File: config.mk
export PLATFORM = sky130hd
export DESIGN_NAME = rpf_pins
export DESIGN_NICKNAME = d
export VERILOG_FILES = /design/src/verilog/rpf_pkg.sv /design/src/verilog/rpf_pins.sv
export SDC_FILE = /design/constraint.sdc
export NUM_CORES = 1
export LEC_CHECK = 0
export ABC_AREA = 1
export BUFFER_PORTS_ARGS = -buffer_cell sky130_fd_sc_hd__buf_4
export CORE_ASPECT_RATIO = 0.9
export CORE_MARGIN = 3
export CORE_UTILIZATION = 40
export DETAILED_ROUTE_END_ITERATION = 10
export SLEW_MARGIN = 5
export SYNTH_ARGS = -nofsm -noshare
export SYNTH_HDL_FRONTEND = slang
export SYNTH_SLANG_ARGS = --single-unit
export TNS_END_PERCENT = 30
File: constraint.sdc
create_clock -name ref_clk_in -period 3.8 [get_ports ref_clk_in]
set_input_delay 0.38 -clock ref_clk_in [delete_from_list [all_inputs] [get_ports ref_clk_in]]
set_output_delay 0.38 -clock ref_clk_in [all_outputs]
set_load 0.01 [all_outputs]
File: src/verilog/rpf_pkg.sv
// package: register map, field positions, reset values and timing of the receiver pin block
package rpf_pkg;
	// avalon register byte offsets
	localparam logic [5:0] ADDR_CTRL      = 6'h00;
	localparam logic [5:0] ADDR_PEND_CFG  = 6'h04;
	localparam logic [5:0] ADDR_ANT_CFG   = 6'h08;
	localparam logic [5:0] ADDR_BUF_LEVEL = 6'h0c;
	localparam logic [5:0] ADDR_STATUS    = 6'h10;
	localparam logic [5:0] ADDR_PULSE_CFG = 6'h14;
	// ctrl fields
	localparam int CTRL_AMP_ON      = 0;
	localparam int CTRL_HOST_ONOFF  = 1;
	localparam int CTRL_POWER_SAVE  = 2;
	localparam int CTRL_LONG_IDLE   = 3;
	localparam int CTRL_HOST_ACCESS = 4;
	// pending cfg fields
	localparam int PEND_EN      = 0;
	localparam int PEND_POL_HI  = 1;
	localparam int PEND_PIN_LSB = 4;
	localparam int PEND_THR_LSB = 8;
	localparam int PEND_THR_W   = 9;
	// antenna cfg fields
	localparam int ANT_VOLTCTRL = 0;
	localparam int ANT_SHORTDET = 1;
	localparam int ANT_OPENDET  = 2;
	localparam int ANT_PWRDOWN  = 3;
	localparam int ANT_DET_POL  = 4;
	localparam int ANT_FLT_POL  = 5;
	localparam int ANT_DET_PIN  = 8;
	localparam int ANT_FLT_PIN  = 12;
	// status fields
	localparam int ST_RECOVERY = 0;
	localparam int ST_SLEEP    = 1;
	localparam int ST_PRESENT  = 2;
	localparam int ST_SHORT    = 3;
	localparam int ST_OPEN     = 4;
	localparam int ST_PENDING  = 5;
	localparam int ST_IDLE     = 6;
	localparam int ST_SUPPLY   = 7;
	localparam int ST_EVENT    = 8;
	// widths and reset values
	localparam int NUM_PIO = 8;
	localparam int PIO_W   = 3;
	localparam int CNT_W   = 13;
	localparam logic [31:0] CTRL_RST     = 32'h0000_0001;
	localparam logic [31:0] PEND_RST     = 32'h0000_0000;
	localparam logic [31:0] ANT_RST      = 32'h0000_0001;
	localparam logic [31:0] PULSE_RST    = 32'h0000_0000;
	localparam logic [31:0] PULSE_W_RST  = 32'h0000_0019;
	localparam logic [CNT_W-1:0] CHUNK_BYTES = 13'h0008; // threshold unit
	localparam logic [CNT_W-1:0] BUF_BYTES   = 13'h1000; // 4 kB
	localparam logic [CNT_W-1:0] PORT_BUF    = 13'h0010; // 16-byte per-interface buffer
	// timing
	localparam longint CLK_HZ      = 250_000_000;
	localparam longint IDLE_MS     = 1500;
	localparam longint IDLE_CYCLES = CLK_HZ * IDLE_MS / 1000;
	localparam longint TICK_CYCLES = CLK_HZ;
	localparam logic [31:0] UNMAPPED_DATA = 32'hdead_0000;
endpackage
File: src/verilog/rpf_pins.sv
// receiver special pin functions: strap, tick, amp power, event, pending, antenna supervisor
`timescale 1ns/1ps

module rpf_pins (
	input  wire logic                         ref_clk_in,
	input  wire logic                         rst_in,
	input  wire logic [5:0]                   avs_address_in,
	input  wire logic                         avs_read_in,
	input  wire logic                         avs_write_in,
	input  wire logic [31:0]                  avs_writedata_in,
	input  wire logic [3:0]                   avs_byteenable_in,
	output logic [31:0]                       avs_readdata_out,
	output logic                              avs_waitrequest_out,
	input  wire logic                         strap_pin_in,
	output logic                              strap_pin_out,
	output logic                              strap_pin_oe_out,
	output logic                              front_amp_power_on_out,
	output logic                              antenna_supply_ctrl_n_out,
	input  wire logic                         external_event_input_in,
	output logic                              event_pullup_en_out,
	input  wire logic [rpf_pkg::NUM_PIO-1:0]  pio_in,
	output logic [rpf_pkg::NUM_PIO-1:0]       pio_out,
	output logic [rpf_pkg::NUM_PIO-1:0]       pio_oe_out,
	output logic [rpf_pkg::NUM_PIO-1:0]       pio_pullup_out,
	input  wire logic                         byte_queued_in,
	input  wire logic                         byte_sent_in,
	output logic                              recovery_boot_out,
	output logic                              interface_idle_out
);

	////////////////////////////////////////////////////////////////////////////
	typedef enum logic [1:0] {
		BOOT_WAIT = 2'b00,
		BOOT_RUN  = 2'b01,
		BOOT_SAFE = 2'b10
	} rpf_boot_type;

	typedef struct packed {
		rpf_boot_type           boot;
		logic [31:0]            ctrl;
		logic [31:0]            pend_cfg;
		logic [31:0]            ant_cfg;
		logic [31:0]            pulse_cfg;
		logic [31:0]            rdata;
		logic                   wait_n;
		logic [rpf_pkg::NUM_PIO-1:0] pio_s1;
		logic [rpf_pkg::NUM_PIO-1:0] pio_s2;
		logic [1:0]             evt_s1;
		logic [1:0]             evt_s2;
		logic                   evt_prev;
		logic                   evt_seen;
		logic                   sleeping;
		logic [rpf_pkg::CNT_W-1:0] level;
		logic                   pending;
		logic [31:0]            idle_cnt;
		logic                   idle;
		logic [31:0]            tick_cnt;
		logic                   tick;
		logic                   present;
		logic                   shorted;
		logic                   open;
		logic                   supply_on;
		logic                   amp_on;
		logic [rpf_pkg::NUM_PIO-1:0] pout;
		logic [rpf_pkg::NUM_PIO-1:0] poe;
		logic [rpf_pkg::NUM_PIO-1:0] ppu;
		logic                   ev_pu;
		// boot settle count and flopped copies of the decoded outputs
		logic [1:0]             boot_arm;
		logic                   waitreq;
		logic                   tick_oe;
		logic                   safe;
	} rpf_state_type;

	rpf_state_type st;
	rpf_state_type next_st;

	// byte-lane merge for register writes
	function automatic logic [31:0] merge(input logic [31:0] old, input logic [31:0] wd, input logic [3:0] be);
		logic [31:0] r;
		r = old;
		for (int i = 0; i < 4; i++) begin
			if (be[i]) begin
				r[i*8 +: 8] = wd[i*8 +: 8];
			end
		end
		return r;
	endfunction

	// pick a routed synchronised pin and apply its polarity
	function automatic logic routed(input logic [rpf_pkg::NUM_PIO-1:0] p, input logic [rpf_pkg::PIO_W-1:0] sel,
			input logic pol_hi);
		return pol_hi ? p[sel] : ~p[sel];
	endfunction

	////////////////////////////////////////////////////////////////////////////
	// next-state logic
	always_comb begin
		logic [rpf_pkg::PIO_W-1:0] pend_pin;
		logic [rpf_pkg::PIO_W-1:0] det_pin;
		logic [rpf_pkg::PIO_W-1:0] flt_pin;
		logic [rpf_pkg::CNT_W-1:0] thr;
		logic                      host_act;
		logic                      run;
		logic                      fault;
		pend_pin = st.pend_cfg[rpf_pkg::PEND_PIN_LSB +: rpf_pkg::PIO_W];
		det_pin  = st.ant_cfg[rpf_pkg::ANT_DET_PIN +: rpf_pkg::PIO_W];
		flt_pin  = st.ant_cfg[rpf_pkg::ANT_FLT_PIN +: rpf_pkg::PIO_W];
		thr      = rpf_pkg::CNT_W'(st.pend_cfg[rpf_pkg::PEND_THR_LSB +: rpf_pkg::PEND_THR_W]) * rpf_pkg::CHUNK_BYTES;
		host_act = 1'b0;
		run      = (st.boot == BOOT_RUN);
		fault    = 1'b0;
		next_st  = st;

		// two-stage input synchronisers
		// only the second stage is read by the logic below, the first may be
		// metastable when a pin moves close to the clock edge
		next_st.pio_s1 = pio_in;
		next_st.pio_s2 = st.pio_s1;
		next_st.evt_s1 = {external_event_input_in, strap_pin_in};
		next_st.evt_s2 = st.evt_s1;
		next_st.evt_prev = st.evt_s2[1];

		// strap is judged once, on the third edge after release: the first edge
		// loads the sync chain, the second moves it to the stage that is read;
		// judging sooner would take the chain's reset value for a low strap
		case (st.boot)
			BOOT_WAIT: begin
				if (st.boot_arm[1]) begin
					next_st.boot = st.evt_s2[0] ? BOOT_RUN : BOOT_SAFE;
				end
				next_st.boot_arm = {st.boot_arm[0], 1'b1};
			end
			// decision is final until the next reset
			BOOT_RUN:  next_st.boot = BOOT_RUN;
			BOOT_SAFE: next_st.boot = BOOT_SAFE;
			default:   next_st.boot = BOOT_WAIT;
		endcase

		// avalon slave: a request is seen while wait_n is low, decoded once and
		// answered one edge later; the read word is latched at the first edge so
		// it already stands at the edge where the master samples waitrequest low
		next_st.wait_n = 1'b0;
		if ((avs_read_in || avs_write_in) && !st.wait_n && st.boot != BOOT_WAIT) begin
			next_st.wait_n = 1'b1;
			next_st.rdata  = 32'h0;
			case (avs_address_in)
				rpf_pkg::ADDR_CTRL: begin
					next_st.rdata = st.ctrl;
				end
				rpf_pkg::ADDR_PEND_CFG: begin
					next_st.rdata = st.pend_cfg;
				end
				rpf_pkg::ADDR_ANT_CFG: begin
					next_st.rdata = st.ant_cfg;
				end
				// level is read only, a live view of the outgoing buffer
				rpf_pkg::ADDR_BUF_LEVEL: begin
					next_st.rdata = 32'(st.level);
				end
				rpf_pkg::ADDR_STATUS: begin
					next_st.rdata[rpf_pkg::ST_RECOVERY] = (st.boot == BOOT_SAFE);
					next_st.rdata[rpf_pkg::ST_SLEEP]    = st.sleeping;
					next_st.rdata[rpf_pkg::ST_PRESENT]  = st.present;
					next_st.rdata[rpf_pkg::ST_SHORT]    = st.shorted;
					next_st.rdata[rpf_pkg::ST_OPEN]     = st.open;
					next_st.rdata[rpf_pkg::ST_PENDING]  = st.pending;
					next_st.rdata[rpf_pkg::ST_IDLE]     = st.idle;
					next_st.rdata[rpf_pkg::ST_SUPPLY]   = st.supply_on;
					next_st.rdata[rpf_pkg::ST_EVENT]    = st.evt_seen;
					// reading status clears the event flag unless a new edge lands now
					next_st.evt_seen = 1'b0;
				end
				rpf_pkg::ADDR_PULSE_CFG: begin
					next_st.rdata = st.pulse_cfg;
				end
				default: next_st.rdata = rpf_pkg::UNMAPPED_DATA;
			endcase
		end

		// writes land only at the answering edge, the one at which the master sees
		// waitrequest low; landing earlier would let config move before the
		// transfer is complete on the bus
		if (avs_write_in && st.wait_n) begin
			case (avs_address_in)
				rpf_pkg::ADDR_CTRL: begin
					next_st.ctrl = merge(st.ctrl, avs_writedata_in, avs_byteenable_in);
					// host access bit is a pulse, never stored
					host_act = avs_writedata_in[rpf_pkg::CTRL_HOST_ACCESS] & avs_byteenable_in[0];
					next_st.ctrl[rpf_pkg::CTRL_HOST_ACCESS] = 1'b0;
				end
				rpf_pkg::ADDR_PEND_CFG: begin
					next_st.pend_cfg = merge(st.pend_cfg, avs_writedata_in, avs_byteenable_in);
				end
				rpf_pkg::ADDR_ANT_CFG: begin
					next_st.ant_cfg = merge(st.ant_cfg, avs_writedata_in, avs_byteenable_in);
				end
				rpf_pkg::ADDR_PULSE_CFG: begin
					next_st.pulse_cfg = merge(st.pulse_cfg, avs_writedata_in, avs_byteenable_in);
				end
				// status, level and unmapped words take no write
				default: host_act = 1'b0;
			endcase
		end

		// event edge: sticky flag (set beats clear) and wake from sleep
		if (st.evt_s2[1] && !st.evt_prev) begin
			next_st.evt_seen = 1'b1;
		end
		next_st.sleeping = st.ctrl[rpf_pkg::CTRL_POWER_SAVE] & st.sleeping;
		if (st.ctrl[rpf_pkg::CTRL_POWER_SAVE] && !st.sleeping && !st.ctrl[rpf_pkg::CTRL_HOST_ONOFF]) begin
			next_st.sleeping = 1'b1;
		end
		if (st.evt_s2[1] && !st.evt_prev) begin
			next_st.sleeping = 1'b0;
			next_st.ctrl[rpf_pkg::CTRL_POWER_SAVE] = 1'b0;
		end
		// host on/off mode: event level itself keeps the receiver on
		if (st.ctrl[rpf_pkg::CTRL_HOST_ONOFF]) begin
			next_st.sleeping = ~st.evt_s2[1];
		end
		next_st.ev_pu = ~st.ctrl[rpf_pkg::CTRL_HOST_ONOFF];

		// outgoing buffer level, saturating at buffer size
		// a queue and a send in one cycle cancel, so the level stands still;
		// bytes queued beyond the buffer size are lost, as on a full buffer
		if (byte_queued_in && !byte_sent_in && st.level != rpf_pkg::BUF_BYTES) begin
			next_st.level = st.level + 1'b1;
		end else if (byte_sent_in && !byte_queued_in && st.level != '0) begin
			next_st.level = st.level - 1'b1;
		end

		// pending indicator: set at threshold, hold until the buffer is empty
		// a zero threshold flags any single byte; the per-interface buffer may
		// still hold bytes after the drop, so the host keeps reading
		if (!st.pend_cfg[rpf_pkg::PEND_EN]) begin
			next_st.pending = 1'b0;
		end else if (st.level >= thr && st.level != '0) begin
			next_st.pending = 1'b1;
		end else if (st.level == '0) begin
			next_st.pending = 1'b0;
		end

		// serial-bus idle timeout, long idle waits for a full buffer instead
		// any host write with the access bit, or any delivered byte, counts as
		// activity and restarts the count
		if (host_act || byte_sent_in) begin
			next_st.idle_cnt = '0;
			next_st.idle     = 1'b0;
		end else if (st.ctrl[rpf_pkg::CTRL_LONG_IDLE]) begin
			next_st.idle = (st.level == rpf_pkg::BUF_BYTES);
		end else if (st.idle_cnt >= 32'(rpf_pkg::IDLE_CYCLES)) begin
			next_st.idle = 1'b1;
		end else begin
			next_st.idle_cnt = st.idle_cnt + 32'h1;
		end

		// one-second tick
		// pulse width is the reset width plus the extra width set by software;
		// a width beyond the period leaves the pin high all the time
		if (st.tick_cnt >= 32'(rpf_pkg::TICK_CYCLES - 1)) begin
			next_st.tick_cnt = '0;
		end else begin
			next_st.tick_cnt = st.tick_cnt + 32'h1;
		end
		next_st.tick = (st.tick_cnt < st.pulse_cfg[31:0] + rpf_pkg::PULSE_W_RST);

		// antenna supervisor
		// present and fault inputs are picked from the synchronised pins, each
		// with its own polarity; open detect off gives the two-pin variant
		next_st.present = routed(st.pio_s2, det_pin, st.ant_cfg[rpf_pkg::ANT_DET_POL]);
		fault = routed(st.pio_s2, flt_pin, st.ant_cfg[rpf_pkg::ANT_FLT_POL]);
		next_st.shorted = st.ant_cfg[rpf_pkg::ANT_SHORTDET] & fault;
		next_st.open = st.ant_cfg[rpf_pkg::ANT_OPENDET] & ~next_st.present;
		next_st.supply_on = ~(st.ant_cfg[rpf_pkg::ANT_PWRDOWN] & st.shorted);

		// amp power follows control, off while sleeping, outside run, or with voltage control on and the supply off
		next_st.amp_on = st.ctrl[rpf_pkg::CTRL_AMP_ON] & ~next_st.sleeping & run;
		if (st.ant_cfg[rpf_pkg::ANT_VOLTCTRL]) begin
			next_st.amp_on = next_st.amp_on & next_st.supply_on;
		end

		// pio routing: supervisor inputs get pull-ups, pending pin is driven
		next_st.pout = '0;
		next_st.poe  = '0;
		next_st.ppu  = '1;
		if (st.pend_cfg[rpf_pkg::PEND_EN]) begin
			next_st.poe[pend_pin]  = 1'b1;
			next_st.ppu[pend_pin]  = 1'b0;
			// active high drives the flag as is, active low drives its inverse
			next_st.pout[pend_pin] = st.pend_cfg[rpf_pkg::PEND_POL_HI] ? next_st.pending : ~next_st.pending;
		end

		// flopped copies of decoded outputs, so every pin comes from a flip-flop
		// waitrequest stays high through boot settling and outside the answer cycle
		next_st.waitreq = ~next_st.wait_n | (next_st.boot == BOOT_WAIT);
		next_st.tick_oe = (next_st.boot == BOOT_RUN);
		next_st.safe    = (next_st.boot == BOOT_SAFE);
	end

	////////////////////////////////////////////////////////////////////////////
	// state register
	// reset branch loads constants only; waitrequest and pull-ups rest high
	always_ff @(posedge ref_clk_in) begin
		if (rst_in) begin
			st           <= '0;
			st.boot      <= BOOT_WAIT;
			st.ctrl      <= rpf_pkg::CTRL_RST;
			st.pend_cfg  <= rpf_pkg::PEND_RST;
			st.ant_cfg   <= rpf_pkg::ANT_RST;
			st.pulse_cfg <= rpf_pkg::PULSE_RST;
			st.ppu       <= '1;
			st.ev_pu     <= 1'b1;
			st.supply_on <= 1'b1;
			st.pio_s1    <= '1;
			st.pio_s2    <= '1;
			st.waitreq   <= 1'b1;
		end else begin
			st <= next_st;
		end
	end

	////////////////////////////////////////////////////////////////////////////
	// outputs straight from state
	assign avs_readdata_out          = st.rdata;
	assign avs_waitrequest_out       = st.waitreq;
	assign strap_pin_out             = st.tick;
	assign strap_pin_oe_out          = st.tick_oe;
	assign front_amp_power_on_out    = st.amp_on;
	assign antenna_supply_ctrl_n_out = st.amp_on; // active low off: copy of amp_on, so the supply is kept on only while amp power is on
	assign event_pullup_en_out       = st.ev_pu;
	assign pio_out                   = st.pout;
	assign pio_oe_out                = st.poe;
	assign pio_pullup_out            = st.ppu;
	assign recovery_boot_out         = st.safe;
	assign interface_idle_out        = st.idle;

endmodule

==> flow_summary_export.csv <==
group,metric,value,unit
finish,final_nets,2272,
critical_path,crit_type,"flop to flop",
place,dpl_cell_area,16000,um2
global_routing,grt_antenna_before_repair,2,
timing,timing.final.crit_share,0.725,
power,p_comb_frac,0.093,
detailed_routing,viasPerCell,5.19,
clock_network,post_cts.resized_instances,0,
clock_network,cts_hold_buf,0,
place,routabilityCongestion,0.950,
critical_path,critical_path_arrival,3.16,ns
flow_run,max_cap_violations,0,
floorplanning,fp-row-count,67,
finish,num-fill-cells,3751,
critical_path,critPathMostFrequentCell,"nand2_1",
floorplanning,die-width,212,um
clock_network,cts_buffer_depth,3,
detailed_routing,first_pass_iters,6,
timing,drv_slew,0,
power,p_leak,6.82,nW
logic_synthesis,syn_area_per_cell,7.22,um2
power,power.share.clock,0.470,
clock_network,cts_tree,"yes",
floorplanning,chipHeight,191,um
timing,fin_setup_tns,0,ns
logic_synthesis,synth_top_area_frac,0.393,
timing,rsz0062_at_grt,"no",
power,p_per_area,435,nW/um2
finish,antenna_cells,0,
logic_synthesis,synth_cells,2115,
critical_path,cpPeakStageDelay,0.40,ns
critical_path,crit_family,"simple AND/OR/NAND/NOR gates",
logic_synthesis,synth-warning-count,0,
clock_network,clock_sink_count,300,
detailed_routing,drc,0,
finish,fin_util,0.460,
finish,register_area,6010,um2
critical_path,cpMaxStageDelayCell,"dfxtp_1",
finish,drive_above_1_share,0.125,
detailed_routing,drt_iter0_markers,986,
power,switchingPower,1.91,mW
logic_synthesis,syn_area,15300,um2
clock_network,cts_made_buffers,35,
finish,final_cell_mix,"350 x nand2_1, 300 x dfxtp_1, 292 x nor2_1",
critical_path,crit_chain,"ha_1 > nand2_1 > nand2_1 > nand2_2 > nor2_2 > inv_2 > nor3_1 > nand2_1 > xor2_1 > ha_1 > nand4_1 > inv_1 > nand2_1 > nor4_1 > nand2_1 > nand2_1 > nor2_1",
detailed_routing,drt-total-wl,45000,um
global_routing,track_usage,0.218,
timing,min_period,2.76,ns
critical_path,crit_fanout,5,
global_routing,grt_pass1_vias,12700,
logic_synthesis,synth_edf_count,0,
timing,worst_pin_slew,0.914,ns
power,finalPower,7.51,mW
logic_synthesis,synthDistinctLibCells,46,
detailed_routing,ant_nets,0,
timing,fmaxAchievable,363,MHz
clock_network,post_cts_buffers,0,
logic_synthesis,ys_seq_area_frac,0.393,
finish,final_common_cell,"nand2_1",
clock_network,clkTransAtPathRegs,0.06,ns
logic_synthesis,yosysTopAreaCell,"dfxtp_1",
timing,clock_skew,0.0101,ns
place,hpwl,33700,um
finish,areaGrowthSynthToFinish,12.9,%
global_routing,grt_max_degree,100,
floorplanning,initial_utilization,0.408,
detailed_routing,vias,13800,
global_routing,grt_remaining_overflow,0,
power,vdd_drop_max,0.255,mV
logic_synthesis,async_reset_ff_frac,0,
place,io_buffers,121,
power,p_seq_frac,0.437,
min_path,hold_class,"input pin to flop",
timing,hold_viol,0,
power,p_sw_frac,0.254,
finish,final_area,17300,um2
finish,multi_input_area,7560,um2
floorplanning,core_area,37500,um2
power,internal_power,5.60,mW
logic_synthesis,ys_ff_latch,300,
critical_path,cp.required,4.20,ns
run_status,status,"finished clean",
clock_network,cts_max_level,2,
critical_path,critPathLaunchType,"flop",
timing,setup_violations,0,
floorplanning,io_pins,122,
floorplanning,dieArea,40600,um2
detailed_routing,wire_per_inst,16.9,um
logic_synthesis,synthFlopType,"dfxtp_1",
clock_network,clk_latency,0.54,ns
logic_synthesis,netlist_top_cells_area,"dfxtp_1 39%, nand2_1 8.6%, nor2_1 7.2%, a21oi_1 6.2%, o21ai_0 5.6%",
clock_network,clock-root-buffer,"clkbuf_16",
critical_path,cp.buffers_inverters,2,
critical_path,cp-end-kind,"flop",
timing,slew_headroom,0.390,
global_routing,grt_pass1_wl,70000,um
-- registers in the layout, summed over array words and instances, names as in the netlist --
register                   count
st                           226
avs_readdata_out              32
next_st                       11
pio_oe_out                     8
pio_out                        8
pio_pullup_out                 8
antenna_supply_ctrl_n_out      1
avs_waitrequest_out            1
event_pullup_en_out            1
interface_idle_out             1
recovery_boot_out              1
strap_pin_oe_out               1
strap_pin_out                  1
-- power by group through the flow --
stage / registers [mW] / logic, mW / clock network (mW)
floorplan: 3.32 / 0.494 / 0
global placement: 3.35 / 0.689 / 0
detailed placement: 3.35 / 0.695 / 0
CTS: 3.28 / 0.699 / 3.60
global route: 3.29 / 0.785 / 3.74
finish: 3.28 / 0.700 / 3.53
-- worst paths after layout --
check,from,endpoint,slack [ns],cells past startpoint
min reg2reg,next_st[129],st[129],0.41,1
max,st[171],strap_pin_out,1.04,17
min,pio_in[4],next_st[126],0.03,2
max reg2reg,st[171],strap_pin_out,1.04,17
-- cells in the mapped netlist, drive strengths merged, types with 5 or more instances --
library cell and count:
xnor2 19, nand4 28, nand3b 8, xor2 55, buf 97, nor2 318
dfxtp 300, or2 16, clkbuf 27, a31oi 18, nand3 80, o22ai 27
a21oi 191, nand2 359, o21ai 205, a22oi 5, ha 55, o211ai 5
nor3 36, nor4 5, inv 244
-- per-layer routing --
layer  wire length [um]  track usage  vias to the layer above
li1                   -            -                     6940
met1              20900        0.301                     6410
met2              20000        0.349                      403
met3               2780       0.0356                       75
met4               1300       0.0698                        4
met5                 24            0                        -
-- stage by stage --
stage,std cells,setup slack [ns],hold WS [ns]
final,2665,1.04,0.0267
after global routing,2665,0.812,0.00832
after CTS,2665,1.09,0.00447
after detailed placement,2604,1.11,0.395
after global placement,2604,1.16,0.394
after floorplan,2118,1.49,0.388
-- cell type report --
type	instances	share of cell area
Timing Repair Buffer	127	0.0553
Inverter	244	0.0534
Tap cell	483	0.0350
Clock inverter	18	0.0134
Multi-Input combinational cell	1450	0.438
Sequential cell	300	0.348
Clock buffer	43	0.0566
-- worst register-to-register path, cell delays in order, from the launching register on --
cell,delay [ns]
dfxtp_1,0.40
ha_1,0.21
nand2_1,0.10
nand2_1,0.10
nand2_2,0.09
nor2_2,0.19
inv_2,0.08
nor3_1,0.27
nand2_1,0.18
xor2_1,0.18
ha_1,0.28
nand4_1,0.07
inv_1,0.07
nand2_1,0.07
nor4_1,0.18
nand2_1,0.09
nand2_1,0.06
nor2_1,0.03
-- logic make-up (layout without fill, tap and decap cells) --
group                      Yosys count  in the layout  share of synthesized area
and+or+nand+nor                    851            851                      0.244
adders and majority gates           56             56                     0.0464
other                                1              4                   0.000245
AOI/OAI and AO/OA                  465            465                      0.161
DFF                                300            300                      0.393
xor gates and xnor gates            74             74                     0.0424
buffers and inverters              368            432                      0.113
No activity file was read; power rests on OpenSTA's default activity.
